### src/design/beac_pkg.sv
// Shared constants and types for the byte EEPROM access controller.
`default_nettype none
package beac_pkg;

  // ***************************************************************
  // Geometry and register selects
  // ***************************************************************
  localparam int unsigned MEM_BYTES = 64;
  localparam int unsigned AW        = 6;
  localparam int unsigned DW        = 8;
  localparam logic [1:0]  SEL_ADDR  = 2'h0;
  localparam logic [1:0]  SEL_DATA  = 2'h1;
  localparam logic [1:0]  SEL_CTRL  = 2'h2;

  // ***************************************************************
  // Control field positions, modes and reset values
  // ***************************************************************
  localparam int unsigned CTRL_READ    = 0;
  localparam int unsigned CTRL_PROG    = 1;
  localparam int unsigned CTRL_ARM     = 2;
  localparam int unsigned CTRL_RIE     = 3;
  localparam int unsigned CTRL_MODE_LO = 4;
  localparam int unsigned CTRL_MODE_HI = 5;
  localparam logic [1:0]  MODE_ATOMIC  = 2'h0;
  localparam logic [1:0]  MODE_ERASE   = 2'h1;
  localparam logic [1:0]  MODE_WRITE   = 2'h2;
  localparam logic [1:0]  MODE_RSVD    = 2'h3;
  localparam logic [1:0]  MODE_RST     = 2'h0;
  localparam logic [7:0]  ERASED_BYTE  = 8'hff;

  // ***************************************************************
  // Timing
  // ***************************************************************
  localparam logic [2:0]  ARM_CYC     = 3'h4;
  localparam logic [2:0]  READ_STALL  = 3'h4;
  localparam logic [2:0]  PROG_STALL  = 3'h2;
  localparam int unsigned CLK_NS      = 10;
  localparam int unsigned TICK_NS     = 1000;
  localparam int unsigned T_ATOMIC_NS = 3_400_000;
  localparam int unsigned T_SPLIT_NS  = 1_800_000;
  localparam int unsigned TICK_DIV    = TICK_NS / CLK_NS;
  localparam int unsigned ATOMIC_TK   = T_ATOMIC_NS / TICK_NS;
  localparam int unsigned SPLIT_TK    = T_SPLIT_NS / TICK_NS;

  // One I/O access from the CPU, all fields sampled on one edge.
  typedef struct packed
  {
    logic       wr;
    logic       rd;
    logic [1:0] sel;
    logic [7:0] wdata;
  } beac_io_req_t;

endpackage : beac_pkg
`default_nettype wire

### src/design/beac_prog_timer.sv
// Programming duration timer driven by the oscillator tick divider.
`timescale 1ns/100ps
`default_nettype none
module beac_prog_timer #(
  parameter int unsigned TICK_DIV = beac_pkg::TICK_DIV
) (
  input  wire logic        ref_clk,
  input  wire logic        por_n,
  input  wire logic        start,
  input  wire logic [15:0] ticks,
  output logic             done
);

  logic [15:0] div_reg;
  logic [15:0] left_reg;
  logic        run_reg;
  logic        tick;

  // One-cycle tick every TICK_DIV clocks; restarted so each run is exact.
  assign tick = (div_reg == 16'(TICK_DIV - 1));

  always_ff @(posedge ref_clk or negedge por_n)
  begin
    if (!por_n)
      div_reg <= 16'h0000;
    else if (start || tick)
      div_reg <= 16'h0000;
    else
      div_reg <= div_reg + 16'h0001;
  end

  // Remaining ticks; done pulses on the tick that empties it.
  always_ff @(posedge ref_clk or negedge por_n)
  begin
    if (!por_n)
    begin
      left_reg <= 16'h0000;
      run_reg  <= 1'b0;
    end
    else if (start)
    begin
      left_reg <= ticks;
      run_reg  <= 1'b1;
    end
    else if (run_reg && tick)
    begin
      left_reg <= left_reg - 16'h0001;
      if (left_reg == 16'h0001)
        run_reg <= 1'b0;
    end
  end

  assign done = run_reg && tick && (left_reg == 16'h0001);

endmodule : beac_prog_timer
`default_nettype wire

### src/design/beac_ctrl.sv
// Byte EEPROM access controller: registers, arming, stalls and array.
// What this block does
// - Holds 64 data bytes, linear addresses 0 to 63, each read or written alone.
// - A read strobe stalls the CPU for four clock cycles.
// - A started program strobe stalls the CPU for two clock cycles.
// - Address is six bits; bits 7..6 read zero; reset value is zero.
// - Data register supplies the byte to program and shows the byte read.
// - Control bits 7 and 6 always read zero.
// - Mode 00 atomic 3.4 ms, 01 erase 1.8 ms, 10 write 1.8 ms, 11 reserved.
// - Mode writes are ignored while programming is in progress.
// - Reset clears the mode to 00 unless programming is in progress.
// - Ready interrupt enable with global enable requests while the array is ready.
// - The arm bit clears itself four clock cycles after software sets it.
// - Program strobe starts work only while armed, else nothing happens.
// - Program strobe reads one while busy and hardware clears it at the end.
// - Read strobe fetches the addressed byte into the data register at once.
// - While busy, reads are blocked and the address cannot change.
// - While busy, no other operation may start.
// - Write-only programs without erasing; unerased targets end as the AND of old and new byte.
// - Programming time comes from the oscillator tick, not the CPU clock.
// - A reset during programming lets the operation finish.
`timescale 1ns/100ps
`default_nettype none
module beac_ctrl #(
  parameter int unsigned TICK_DIV  = beac_pkg::TICK_DIV,
  parameter int unsigned ATOMIC_TK = beac_pkg::ATOMIC_TK,
  parameter int unsigned SPLIT_TK  = beac_pkg::SPLIT_TK
) (
  input  wire logic                  ref_clk,
  input  wire logic                  nrst,
  input  wire logic                  por_n,
  input  wire beac_pkg::beac_io_req_t io_req,
  output logic [7:0]                 io_rdata,
  input  wire logic                  global_irq_en,
  output logic                       cpu_stall,
  output logic                       ready_irq
);

  // ***************************************************************
  // Engine state
  // ***************************************************************
  typedef enum logic [1:0]
  {
    BEAC_IDLE = 2'b01,
    BEAC_PROG = 2'b10
  } beac_state_t;

  beac_state_t eng_reg;
  logic [5:0]  addr_reg;
  logic [7:0]  data_reg;
  logic [1:0]  mode_reg;
  logic        rie_reg;
  logic [2:0]  arm_cnt_reg;
  logic [2:0]  stall_reg;
  logic [1:0]  op_mode_reg;
  logic [5:0]  op_addr_reg;
  logic [7:0]  op_data_reg;
  logic [7:0]  rdata_reg;
  logic [7:0]  mem_reg [beac_pkg::MEM_BYTES];
  logic        busy;
  logic        arm;
  logic        wr_addr;
  logic        wr_data;
  logic        wr_ctrl;
  logic        start;
  logic        rd_go;
  logic        done;
  logic [15:0] op_ticks;

  // Select decode shared by every write path.
  function automatic logic hit(input beac_pkg::beac_io_req_t r,
                               input logic [1:0] s);
    hit = r.wr && (r.sel == s);
  endfunction : hit

  // Duration in oscillator ticks for a mode.
  function automatic logic [15:0] mode_ticks(input logic [1:0] m);
    mode_ticks = (m == beac_pkg::MODE_ATOMIC) ? 16'(ATOMIC_TK)
                                              : 16'(SPLIT_TK);
  endfunction : mode_ticks

  assign busy    = (eng_reg == BEAC_PROG);
  assign arm     = (arm_cnt_reg != 3'h0);
  assign wr_addr = hit(io_req, beac_pkg::SEL_ADDR);
  assign wr_data = hit(io_req, beac_pkg::SEL_DATA);
  assign wr_ctrl = hit(io_req, beac_pkg::SEL_CTRL);

  // Start needs the arm window, an idle engine and a defined mode.
  assign start = wr_ctrl && io_req.wdata[beac_pkg::CTRL_PROG]
                 && arm && !busy
                 && (mode_reg != beac_pkg::MODE_RSVD);
  // A read shares no cycle with a start and never runs while busy.
  assign rd_go = wr_ctrl && io_req.wdata[beac_pkg::CTRL_READ]
                 && !busy && !start;
  assign op_ticks = mode_ticks(mode_reg);

  // ***************************************************************
  // CPU-side registers
  // ***************************************************************

  // Address: six bits, frozen while programming.
  always_ff @(posedge ref_clk or negedge nrst)
  begin
    if (!nrst)
      addr_reg <= 6'h00;
    else if (wr_addr && !busy)
      addr_reg <= io_req.wdata[5:0];
  end

  // Data: loaded by software or by a read strobe.
  always_ff @(posedge ref_clk or negedge nrst)
  begin
    if (!nrst)
      data_reg <= 8'h00;
    else if (rd_go)
      data_reg <= mem_reg[addr_reg];
    else if (wr_data)
      data_reg <= io_req.wdata;
  end

  // Mode survives a reset that lands during programming.
  always_ff @(posedge ref_clk or negedge por_n)
  begin
    if (!por_n)
      mode_reg <= beac_pkg::MODE_RST;
    else if (!nrst && !busy)
      mode_reg <= beac_pkg::MODE_RST;
    else if (nrst && wr_ctrl && !busy)
      mode_reg <= io_req.wdata[beac_pkg::CTRL_MODE_HI:beac_pkg::CTRL_MODE_LO];
  end

  // Ready interrupt enable.
  always_ff @(posedge ref_clk or negedge nrst)
  begin
    if (!nrst)
      rie_reg <= 1'b0;
    else if (wr_ctrl)
      rie_reg <= io_req.wdata[beac_pkg::CTRL_RIE];
  end

  // Arm window: high for exactly four cycles after software sets it.
  always_ff @(posedge ref_clk or negedge nrst)
  begin
    if (!nrst)
      arm_cnt_reg <= 3'h0;
    else if (wr_ctrl && io_req.wdata[beac_pkg::CTRL_ARM])
      arm_cnt_reg <= beac_pkg::ARM_CYC;
    else if (arm)
      arm_cnt_reg <= arm_cnt_reg - 3'h1;
  end

  // CPU halt counter; a read halts longer than a program start.
  always_ff @(posedge ref_clk or negedge nrst)
  begin
    if (!nrst)
      stall_reg <= 3'h0;
    else if (rd_go)
      stall_reg <= beac_pkg::READ_STALL;
    else if (start)
      stall_reg <= beac_pkg::PROG_STALL;
    else if (stall_reg != 3'h0)
      stall_reg <= stall_reg - 3'h1;
  end

  // Read data is registered, so it appears one cycle after rd.
  always_ff @(posedge ref_clk or negedge nrst)
  begin
    if (!nrst)
      rdata_reg <= 8'h00;
    else if (io_req.rd)
    begin
      unique case (io_req.sel)
        beac_pkg::SEL_ADDR: rdata_reg <= {2'b00, addr_reg};
        beac_pkg::SEL_DATA: rdata_reg <= data_reg;
        beac_pkg::SEL_CTRL: rdata_reg <= {2'b00, mode_reg, rie_reg,
                                          arm, busy, 1'b0};
        default:            rdata_reg <= 8'h00;
      endcase
    end
  end

  assign io_rdata  = rdata_reg;
  assign cpu_stall = (stall_reg != 3'h0);
  // Level request, so software must drop the enable to silence it.
  assign ready_irq = rie_reg && !busy && global_irq_en;

  // ***************************************************************
  // Programming engine, kept alive across system reset
  // ***************************************************************

  // Only power-on reset stops the engine, so a started byte completes.
  always_ff @(posedge ref_clk or negedge por_n)
  begin
    if (!por_n)
      eng_reg <= BEAC_IDLE;
    else
    begin
      unique case (eng_reg)
        BEAC_IDLE: if (start) eng_reg <= BEAC_PROG;
        BEAC_PROG: if (done) eng_reg <= BEAC_IDLE;
        default:   eng_reg <= BEAC_IDLE;
      endcase
    end
  end

  // Operands are latched so later register writes cannot disturb them.
  always_ff @(posedge ref_clk or negedge por_n)
  begin
    if (!por_n)
    begin
      op_mode_reg <= beac_pkg::MODE_RST;
      op_addr_reg <= 6'h00;
      op_data_reg <= 8'h00;
    end
    else if (start)
    begin
      op_mode_reg <= mode_reg;
      op_addr_reg <= addr_reg;
      op_data_reg <= data_reg;
    end
  end

  // Duration counted in oscillator ticks rather than CPU cycles.
  beac_prog_timer #(
    .TICK_DIV (TICK_DIV)
  ) u_timer (
    .ref_clk (ref_clk),
    .por_n   (por_n),
    .start   (start),
    .ticks   (op_ticks),
    .done    (done)
  );

  // ***************************************************************
  // Array: nonvolatile, so it has no reset
  // ***************************************************************
  // Write-only ANDs into the old cell, as real cells only lose charge.
  for (genvar i = 0; i < beac_pkg::MEM_BYTES; i++)
  begin : g_cell
    always_ff @(posedge ref_clk)
    begin
      if (done && (op_addr_reg == 6'(i)))
      begin
        unique case (op_mode_reg)
          beac_pkg::MODE_ATOMIC: mem_reg[i] <= op_data_reg;
          beac_pkg::MODE_ERASE:  mem_reg[i] <= beac_pkg::ERASED_BYTE;
          beac_pkg::MODE_WRITE:  mem_reg[i] <= mem_reg[i] & op_data_reg;
          default:               mem_reg[i] <= mem_reg[i];
        endcase
      end
    end
  end

  // ***************************************************************
  // Checks
  // ***************************************************************
  property p_read_stall;
    @(posedge ref_clk) disable iff (!nrst || !por_n)
    rd_go |=> cpu_stall [*4] ##1 !cpu_stall;
  endproperty
  a_read_stall: assert property (p_read_stall)
    else $error("read stall is not four cycles");

  property p_prog_stall;
    @(posedge ref_clk) disable iff (!nrst || !por_n)
    start |=> cpu_stall [*2] ##1 !cpu_stall;
  endproperty
  a_prog_stall: assert property (p_prog_stall)
    else $error("program stall is not two cycles");

  property p_arm_window;
    @(posedge ref_clk) disable iff (!nrst || !por_n)
    (wr_ctrl && io_req.wdata[beac_pkg::CTRL_ARM]) ##1
      (!wr_ctrl || !io_req.wdata[beac_pkg::CTRL_ARM]) [*4] |=> !arm;
  endproperty
  a_arm_window: assert property (p_arm_window)
    else $error("arm bit not cleared after four cycles");

  property p_no_arm_no_start;
    @(posedge ref_clk) disable iff (!nrst || !por_n)
    (wr_ctrl && io_req.wdata[beac_pkg::CTRL_PROG] && !arm && !busy) |=> !busy;
  endproperty
  a_no_arm_no_start: assert property (p_no_arm_no_start)
    else $error("program started without arm");

  property p_mode_frozen;
    @(posedge ref_clk) disable iff (!nrst || !por_n)
    (busy && wr_ctrl) |=> $stable(mode_reg);
  endproperty
  a_mode_frozen: assert property (p_mode_frozen)
    else $error("mode changed while busy");

  property p_addr_frozen;
    @(posedge ref_clk) disable iff (!nrst || !por_n)
    busy |-> !rd_go ##1 $stable(addr_reg);
  endproperty
  a_addr_frozen: assert property (p_addr_frozen)
    else $error("address or read moved while busy");

  property p_busy_ends_on_done;
    @(posedge ref_clk) disable iff (!por_n)
    $fell(busy) |-> $past(done);
  endproperty
  a_busy_ends_on_done: assert property (p_busy_ends_on_done)
    else $error("busy cleared before time elapsed");

  property p_irq_quiet_busy;
    @(posedge ref_clk) disable iff (!nrst || !por_n)
    busy |-> !ready_irq;
  endproperty
  a_irq_quiet_busy: assert property (p_irq_quiet_busy)
    else $error("ready request while busy");

  property p_irq_ready;
    @(posedge ref_clk) disable iff (!nrst || !por_n)
    (rie_reg && global_irq_en && !busy) |-> ready_irq;
  endproperty
  a_irq_ready: assert property (p_irq_ready)
    else $error("ready request missing");

  property p_mode_reset;
    @(posedge ref_clk) disable iff (!por_n)
    (!nrst && !busy) |=> (mode_reg == beac_pkg::MODE_RST);
  endproperty
  a_mode_reset: assert property (p_mode_reset)
    else $error("mode not cleared by reset");

  // A system reset during programming must leave the running mode alone.
  property p_mode_kept_busy;
    @(posedge ref_clk) disable iff (!por_n)
    (!nrst && busy) |=> $stable(mode_reg);
  endproperty
  a_mode_kept_busy: assert property (p_mode_kept_busy)
    else $error("mode cleared by reset while busy");

  property p_addr_high_zero;
    @(posedge ref_clk) disable iff (!nrst || !por_n)
    (io_req.rd && io_req.sel == beac_pkg::SEL_ADDR) |=> (io_rdata[7:6] == 2'b00);
  endproperty
  a_addr_high_zero: assert property (p_addr_high_zero)
    else $error("address reserved bits not zero");

endmodule : beac_ctrl
`default_nettype wire

### config.mk
export PLATFORM = sky130hd
export DESIGN_NAME = beac_ctrl
export DESIGN_NICKNAME = d
export VERILOG_FILES = /design/src/design/beac_pkg.sv /design/src/design/beac_prog_timer.sv /design/src/design/beac_ctrl.sv
export SDC_FILE = /design/constraint.sdc
export NUM_CORES = 1
export LEC_CHECK = 0
export BUFFER_PORTS_ARGS = -buffer_cell sky130_fd_sc_hd__buf_4
export CORE_MARGIN = 4
export CORE_UTILIZATION = 40
export CTS_CLUSTER_SIZE = 30
export DETAILED_ROUTE_END_ITERATION = 7
export GPL_TIMING_DRIVEN = 1
export PLACE_DENSITY = 0.59
export SYNTH_ARGS = -nofsm -noshare
export SYNTH_HDL_FRONTEND = slang
export SYNTH_HIERARCHICAL = 1
export SYNTH_SLANG_ARGS = --single-unit
### constraint.sdc
create_clock -name ref_clk -period 9.67 [get_ports ref_clk]
set_input_delay 0.4835 -clock ref_clk [delete_from_list [all_inputs] [get_ports ref_clk]]
set_output_delay 0.4835 -clock ref_clk [all_outputs]
set_load 0.02 [all_outputs]
==> impl_metrics.py, run 1 <==
metrics = {
    "status": {
        "outcome": "finished clean",
    },
    "synth": {
        "synthArstFlopShare": 0.1380,
        "synth-edff-count": 512,
        "synth_ff_type": "edfxtp_1",
        "synthesis.area_um2": 29570,
        "yosys.area_share.simple": 0.07633,
        "syn_avg_cell_area_um2": 14.12,
        "ys_ff_latch": 594,
        "synth_adder_area_share": 0.002962,
        "synth-xor-area-share": 0.004147,
        "yosysSeqAreaShare": 0.5894,
        "yosysWarnings": 6,
        "ys_types": 68,
        "synthMuxAreaShare": 0.1261,
        "synth_top_family_by_area": "compound AO/OA/AOI/OAI gates",
        "synth_cells": 2094,
        "synth-compound-area-share": 0.1757,
    },
    "worst_setup_path": {
        "end_kind": "flip-flop",
        "critPathRequiredTime_ns": 9.90,
        "crit_start": "u_timer/div_reg[13]",
        "r2r_start": "u_timer/div_reg[13]",
        "cp_max_fo": 32,
        "critPathMaxStageDelay_ns": 0.81,
        "cpMostUsedCell": "nand2_1",
        "worstPathArrival_ns": 4.88,
        "critPathSlowestCell": "nor4b_2",
        "crit_family": "simple AND/OR/NAND/NOR gates",
        "worst-r2r-cell-count": 7,
        "critical_path_buf_inv_count": 0,
        "crit_end": "mem_reg[28][6]",
        "cp.depth": 7,
        "criticalPathCategory": "reg2reg",
        "start_kind": "flip-flop",
        "reg2reg_to": "mem_reg[28][6]",
        "rrSetupSlack_ns": 5.02,
        "path_cells": "or4_1 > or4_4 > nor4b_2 > nand2_1 > nor2_4 > nand2_1 > nor2_1",
    },
    "global_routing": {
        "grt_overflow": 0,
        "track_usage": 0.2145,
        "grt_pass1_vias": 19790,
        "grt_first_pass_wirelength_um": 128900,
        "antenna_found_initial": 1,
        "grt_max_degree": 66,
    },
    "power_and_ir_drop": {
        "comb_power_share": 0.301,
        "leakagePower_uw": 0.01027,
        "p_sw_uw": 2523,
        "powerDensity_nw_per_um2": 255.7,
        "swShare": 0.3020,
        "ir_drop_mv": 0.1982,
        "seq_power_share": 0.412,
        "p_int_uw": 5833,
        "pwr-share-clk": 0.287,
        "total_power_uw": 8356,
    },
    "finish": {
        "fin_util": 0.4471,
        "syn2layout_area_growth_pct": 10.51,
        "nNetsFinal": 2100,
        "layout_common_cells": "edfxtp_1, o22a_1, nor2_1, mux4_2, nand2_1",
        "layout-drive-gt1-share": 0.1630,
        "num_antenna_cells": 0,
        "fillers": 6512,
        "layoutNonFillerInstCount": 3082,
        "largest_reg_flops": 512,
        "mostFrequentLayoutCell": "edfxtp_1",
    },
    "placed_design": {
        "globalplace.congestion": 0.8316,
        "placed_cells": 2966,
        "dpl.hpwl_um": 54720,
        "port_buffers": 25,
    },
    "route": {
        "dr.pass1.iters": 6,
        "finalWirelength_um": 85370,
        "vias": 19987,
        "via_per_inst": 6.485,
        "drc": 0,
        "first_iter_violations": 2348,
        "drt-wirelength-per-cell_um": 27.70,
        "antenna_left": 0,
    },
    "clock_tree": {
        "cts_tree": "built",
        "post_cts_buffers": 0,
        "clk_pin_slew_ns": 0.06,
        "clk_latency_ns": 0.60,
        "clockBufferDepth": 3,
        "h-tree-depth": 3,
        "cts.hold.buffers_added": 2,
        "post_cts_resize_count": 0,
        "numCtsBuffers": 66,
        "cts.sinks": 594,
        "root_buffer": "clkbuf_16",
    },
    "sta": {
        "maxSlewHeadroom": 0.1532,
        "final_max_slew_viol_count": 0,
        "worst_slew_pin_slew_ns": 1.266,
        "period_needed_ns": 4.652,
        "hold_violations": 0,
        "period_share": 0.4811,
        "skew_ns": 0.01906,
        "tns_ns": 0,
        "clock.fmax_mhz": 215.0,
        "rsz0062_at_grt": "no",
        "setup_violations": 0,
    },
    "floorplan": {
        "start_util": 0.4046,
        "pin_count": 26,
        "core_area_um2": 73080,
        "core.rowCount": 99,
        "die_height_um": 279.9,
        "dieArea_um2": 78340,
        "die_w_um": 279.9,
    },
    "run": {
        "cap_violations": 0,
    },
    "hold_path": {
        "hp-class": "in2reg",
        "hold_path_depth": 2,
    },
}
## worst min path at each step
| stage | start | endpoint | slack, ns |
|---|---|---|---|
| 2_1_floorplan | nrst | addr_reg[0] | 0.19 |
| 3_3_place_gp | nrst | io_rdata[3] | 0.44 |
| 3_5_place_dp | nrst | io_rdata[3] | 0.45 |
| 4_1_cts | io_req[3] | rie_reg | 0.09 |
| 5_1_grt | io_req[2] | arm_cnt_reg[0] | 0.11 |
| 6_report | io_req[2] | arm_cnt_reg[0] | 0.13 |
## per-stage QoR
| step | cell area [um^2] | worst slack (ns) | hold slack, ns |
|---|---|---|---|
| after global routing | 32680 | 4.751 | 0.1069 |
| after detailed placement | 30650 | 5.098 | 0.4488 |
| after global placement | 30650 | 5.193 | 0.4448 |
| after CTS | 32680 | 5.073 | 0.09345 |
| final | 32680 | 5.018 | 0.1321 |
| after floorplan | 29610 | 6.037 | 0.1879 |
## kinds of logic after synthesis
kind of cell / Yosys count
other: 2
buffers and inverters: 173
muxes: 192
adders and majority gates: 7
AOI/OAI and AO/OA: 625
xor gates and xnor gates: 14
and+or+nand+nor: 487
DFF: 594
## cell type report
class                           count  area (um^2)  area share
Clock buffer                       88         1868     0.05716
Clock inverter                     26        145.1    0.004441
Inverter                           19        71.32    0.002182
Multi-Input combinational cell   1338        11510      0.3521
Sequential cell                   594        17450      0.5339
Tap cell                          959         1200     0.03672
Timing Repair Buffer               58        440.4     0.01348
## Yosys cell counts, drive strengths merged (6+ instances only)
master	n	share of area
edfxtp	512	0.52
o22a	504	0.15
nor2	187	0.024
mux4	142	0.11
clkbuf	113	0.015
nand2	108	0.014
dfrtp	81	0.069
nand3	80	0.014
buf	40	0.0077
o21ai	33	0.0056
mux2	25	0.0095
mux2i	25	0.0085
a21oi	21	0.0036
inv	19	0.0024
nor3	18	0.0030
or3	17	0.0036
a31oi	16	0.0034
nor2b	11	0.0023
o22ai	10	0.0021
nand2b	9	0.0019
nor4	9	0.0021
or4	9	0.0027
xor2	9	0.0027
nand3b	8	0.0020
ha	7	0.0030
nand4	7	0.0015
a22oi	6	0.0015
## power groups by stage
stage          clock network, uW  logic (uW)  registers (uW)
3_3_place_gp                   0        2400            3490
6_report                    2390        2520            3440
5_1_grt                     2540        2670            3460
3_5_place_dp                   0        2500            3490
4_1_cts                     2440        2500            3440
2_1_floorplan                  0        1900            3330
## routing by layer
metal  vias up  track usage  part of all wire
li1       8590            -                 -
met1     10305       0.2983              0.41
met2       947       0.3455              0.47
met3       145      0.04192             0.084
met4         0      0.06251             0.030
met5         -            0                 0
Note: power is estimated with default switching activity, not from simulation.
==> inputs of run 2 (changes only) <==
- ABC_AREA: unset -> 1
- clock period: 9.67 -> 4.6 ns (I/O delays scaled with it)
==> run 2 against run 1 <==
Compared with the run above:
- first-iteration DRC count rose by 28%
- wire length rose by 15%
- total power rose by 37%
- clock power rose by 130%
- critical path depth rose by 6
- fmax rose by 27%
- sequential power rose by 69%
- worst hold slack got worse by 0.049 ns
- die area rose by 8.4%
- highest routed layer is now met5
==> impl_metrics.py, run 2 <==
metrics = {
    "status": {
        "outcome": "finished clean",
    },
    "clock_tree": {
        "cts.sinks": 594,
        "clockBufferDepth": 3,
        "clk_latency_ns": 0.61,
        "cts_tree": "built",
        "numCtsBuffers": 68,
        "post_cts_buffers": 0,
        "root_buffer": "clkbuf_16",
        "h-tree-depth": 3,
        "clk_pin_slew_ns": 0.06,
    },
    "worst_setup_path": {
        "criticalPathCategory": "reg2reg",
        "critPathSlowestCell": "nor2_1",
        "path_cells": "ha_1 > inv_2 > nor2_2 > nand2_2 > nor2_4 > nand3_4 > nor2_1 > inv_2 > nor3_4 > inv_2 > nor2_1 > inv_1 > nor2_1",
        "critPathRequiredTime_ns": 4.82,
        "cp_max_fo": 13,
        "end_kind": "flip-flop",
        "start_kind": "flip-flop",
        "worstPathArrival_ns": 3.89,
        "critPathMaxStageDelay_ns": 0.52,
    },
    "global_routing": {
        "grt_first_pass_wirelength_um": 150700,
        "grt_overflow": 0,
        "antenna_found_initial": 2,
        "grt_max_degree": 174,
        "track_usage": 0.2257,
        "grt_pass1_vias": 24934,
    },
    "finish": {
        "fin_util": 0.4472,
        "layout-drive-gt1-share": 0.07994,
        "final_area_um2": 35440,
        "largest_reg_flops": 512,
        "mostFrequentLayoutCell": "nand2_1",
        "nNetsFinal": 3724,
        "num_antenna_cells": 0,
        "layout_common_cells": "nand2_1, inv_1, edfxtp_1, o22ai_1, nand3_1",
        "syn2layout_area_growth_pct": 10.32,
    },
    "route": {
        "wl_met2_um": 43520,
        "wl_met3_um": 9031,
        "via_per_inst": 5.508,
        "vias": 26455,
        "antenna_left": 0,
        "met1Wirelength_um": 42360,
        "top_layer": "met5",
        "drt-wirelength-per-cell_um": 20.48,
        "first_iter_violations": 3000,
        "dr.pass1.iters": 6,
        "drc": 0,
        "finalWirelength_um": 98350,
    },
    "sta": {
        "period_needed_ns": 3.666,
        "maxSlewHeadroom": 0.2503,
        "final_max_slew_viol_count": 0,
        "skew_ns": 0.02709,
        "worst_slew_pin_slew_ns": 1.122,
        "rsz0062_at_grt": "no",
        "setup_violations": 0,
        "hold_violations": 0,
        "clock.fmax_mhz": 272.8,
        "hold-worst-slack_ns": 0.08332,
        "period_share": 0.7969,
        "tns_ns": 0,
    },
    "floorplan": {
        "pin_count": 26,
        "die_height_um": 291.4,
        "core_area_um2": 79260,
        "start_util": 0.4054,
        "die_w_um": 291.4,
        "dieArea_um2": 84920,
        "core.rowCount": 103,
    },
    "synth": {
        "ys_ff_latch": 594,
        "ys_top_cells_by_area": "edfxtp_1, nand2_1, o22ai_1",
        "synth-edff-count": 512,
        "yosysSeqAreaShare": 0.5424,
        "yosysWarnings": 6,
        "synth_most_common_cell": "nand2_1",
        "synth_top_area_frac": 0.4785,
        "ys_types": 40,
        "synth_ff_type": "edfxtp_1",
        "syn_avg_cell_area_um2": 8.563,
        "netlist_top_cells_count": "nand2_1, inv_1, edfxtp_1, o22ai_1, nand3_1",
        "synth_cells": 3752,
        "synthesis.area_um2": 32130,
        "synth_largest_area_cell": "edfxtp_1",
        "synthArstFlopShare": 0.1380,
    },
    "power_and_ir_drop": {
        "ir_drop_mv": 0.3106,
        "powerDensity_nw_per_um2": 323.0,
        "leakagePower_uw": 0.01639,
    },
    "hold_path": {
        "hp-class": "in2reg",
    },
    "placed_design": {
        "dpl_cell_area_um2": 33110,
        "globalplace.congestion": 0.8162,
        "port_buffers": 25,
        "dpl.hpwl_um": 60700,
    },
    "run": {
        "cap_violations": 0,
    },
}
-- run 2: final timing paths --
path,start,end,slack [ns],cells after the start
max,u_timer/div_reg[0],mem_reg[61][2],0.93,13
min,io_req[11],rie_reg,0.08,5
max reg2reg,u_timer/div_reg[0],mem_reg[61][2],0.93,13
min reg2reg,u_timer/div_reg[0],u_timer/div_reg[0],0.46,1
max in group asynchronous,por_n,op_data_reg[5],3.77,2
min in group asynchronous,nrst,io_rdata[1],0.11,2
-- run 2: per-layer routing --
metal / up-vias / GRT usage
li1: 12578 / -
met1: 12515 / 0.3267
met2: 1161 / 0.3450
met3: 199 / 0.03738
met4: 2 / 0.07709
met5: - / 0
-- run 2: cell families (layout without fill, tap and decap cells) --
| group | after synthesis | count (layout) | share of synthesized area |
|---|---|---|---|
| AO/OA/AOI/OAI | 596 | 596 | 0.1133 |
| XOR/XNOR | 6 | 6 | 0.001636 |
| adder cells (fa/ha/maj) | 7 | 7 | 0.002726 |
| buffers and inverters | 879 | 869 | 0.1076 |
| flip-flops | 594 | 594 | 0.5424 |
| multiplexers | 2 | 2 | 0.0007009 |
| other | 2 | 13 | 0.0002338 |
| AND/OR/NAND/NOR | 1666 | 1666 | 0.2314 |
-- run 2: per-stage QoR --
step | total power [uW] | cells | setup slack [ns]
after global placement | 6119 | 4667 | 0.9911
after floorplan | 6050 | 3763 | 1.860
after CTS | 11520 | 4803 | 0.9323
after detailed placement | 6121 | 4667 | 0.9383
final | 11450 | 4803 | 0.9341
after global routing | 11770 | 4803 | 0.6557
-- run 2: report_power, final --
| group | leakage (uW) | switching (uW) | internal (uW) | total (uW) |
|---|---|---|---|---|
| clock network | 0.00109 | 2240 | 3190 | 5430 |
| registers | 0.00448 | 21.5 | 5810 | 5830 |
| logic | 0.0108 | 111 | 74.9 | 186 |
| total | 0.0164 | 2370 | 9080 | 11400 |
-- run 2: timing repair --
item / CTS / global route
hold buffers: 14 / 0
resized for setup: 0 / 0
endpoints found under the hold margin: 100 / 0
-- run 2: worst max-delay path: cells and delay by family, from the launching register on --
| kind | cells | cell delay (ns) |
|---|---|---|
| adders and majority gates | 1 | 0.23 |
| buffers and inverters | 4 | 0.66 |
| DFF | 1 | 0.36 |
| and+or+nand+nor | 8 | 2.03 |
-- run 2: cell type report --
class                      count  area, um^2
fill                        7773       43810
sequential                   594       17470
multi-input combinational   2290       11300
inverter                     678        2554
clock buffer                  94        1954
tap                         1050        1314
timing repair buffer          69       615.6
clock inverter                28       234.0
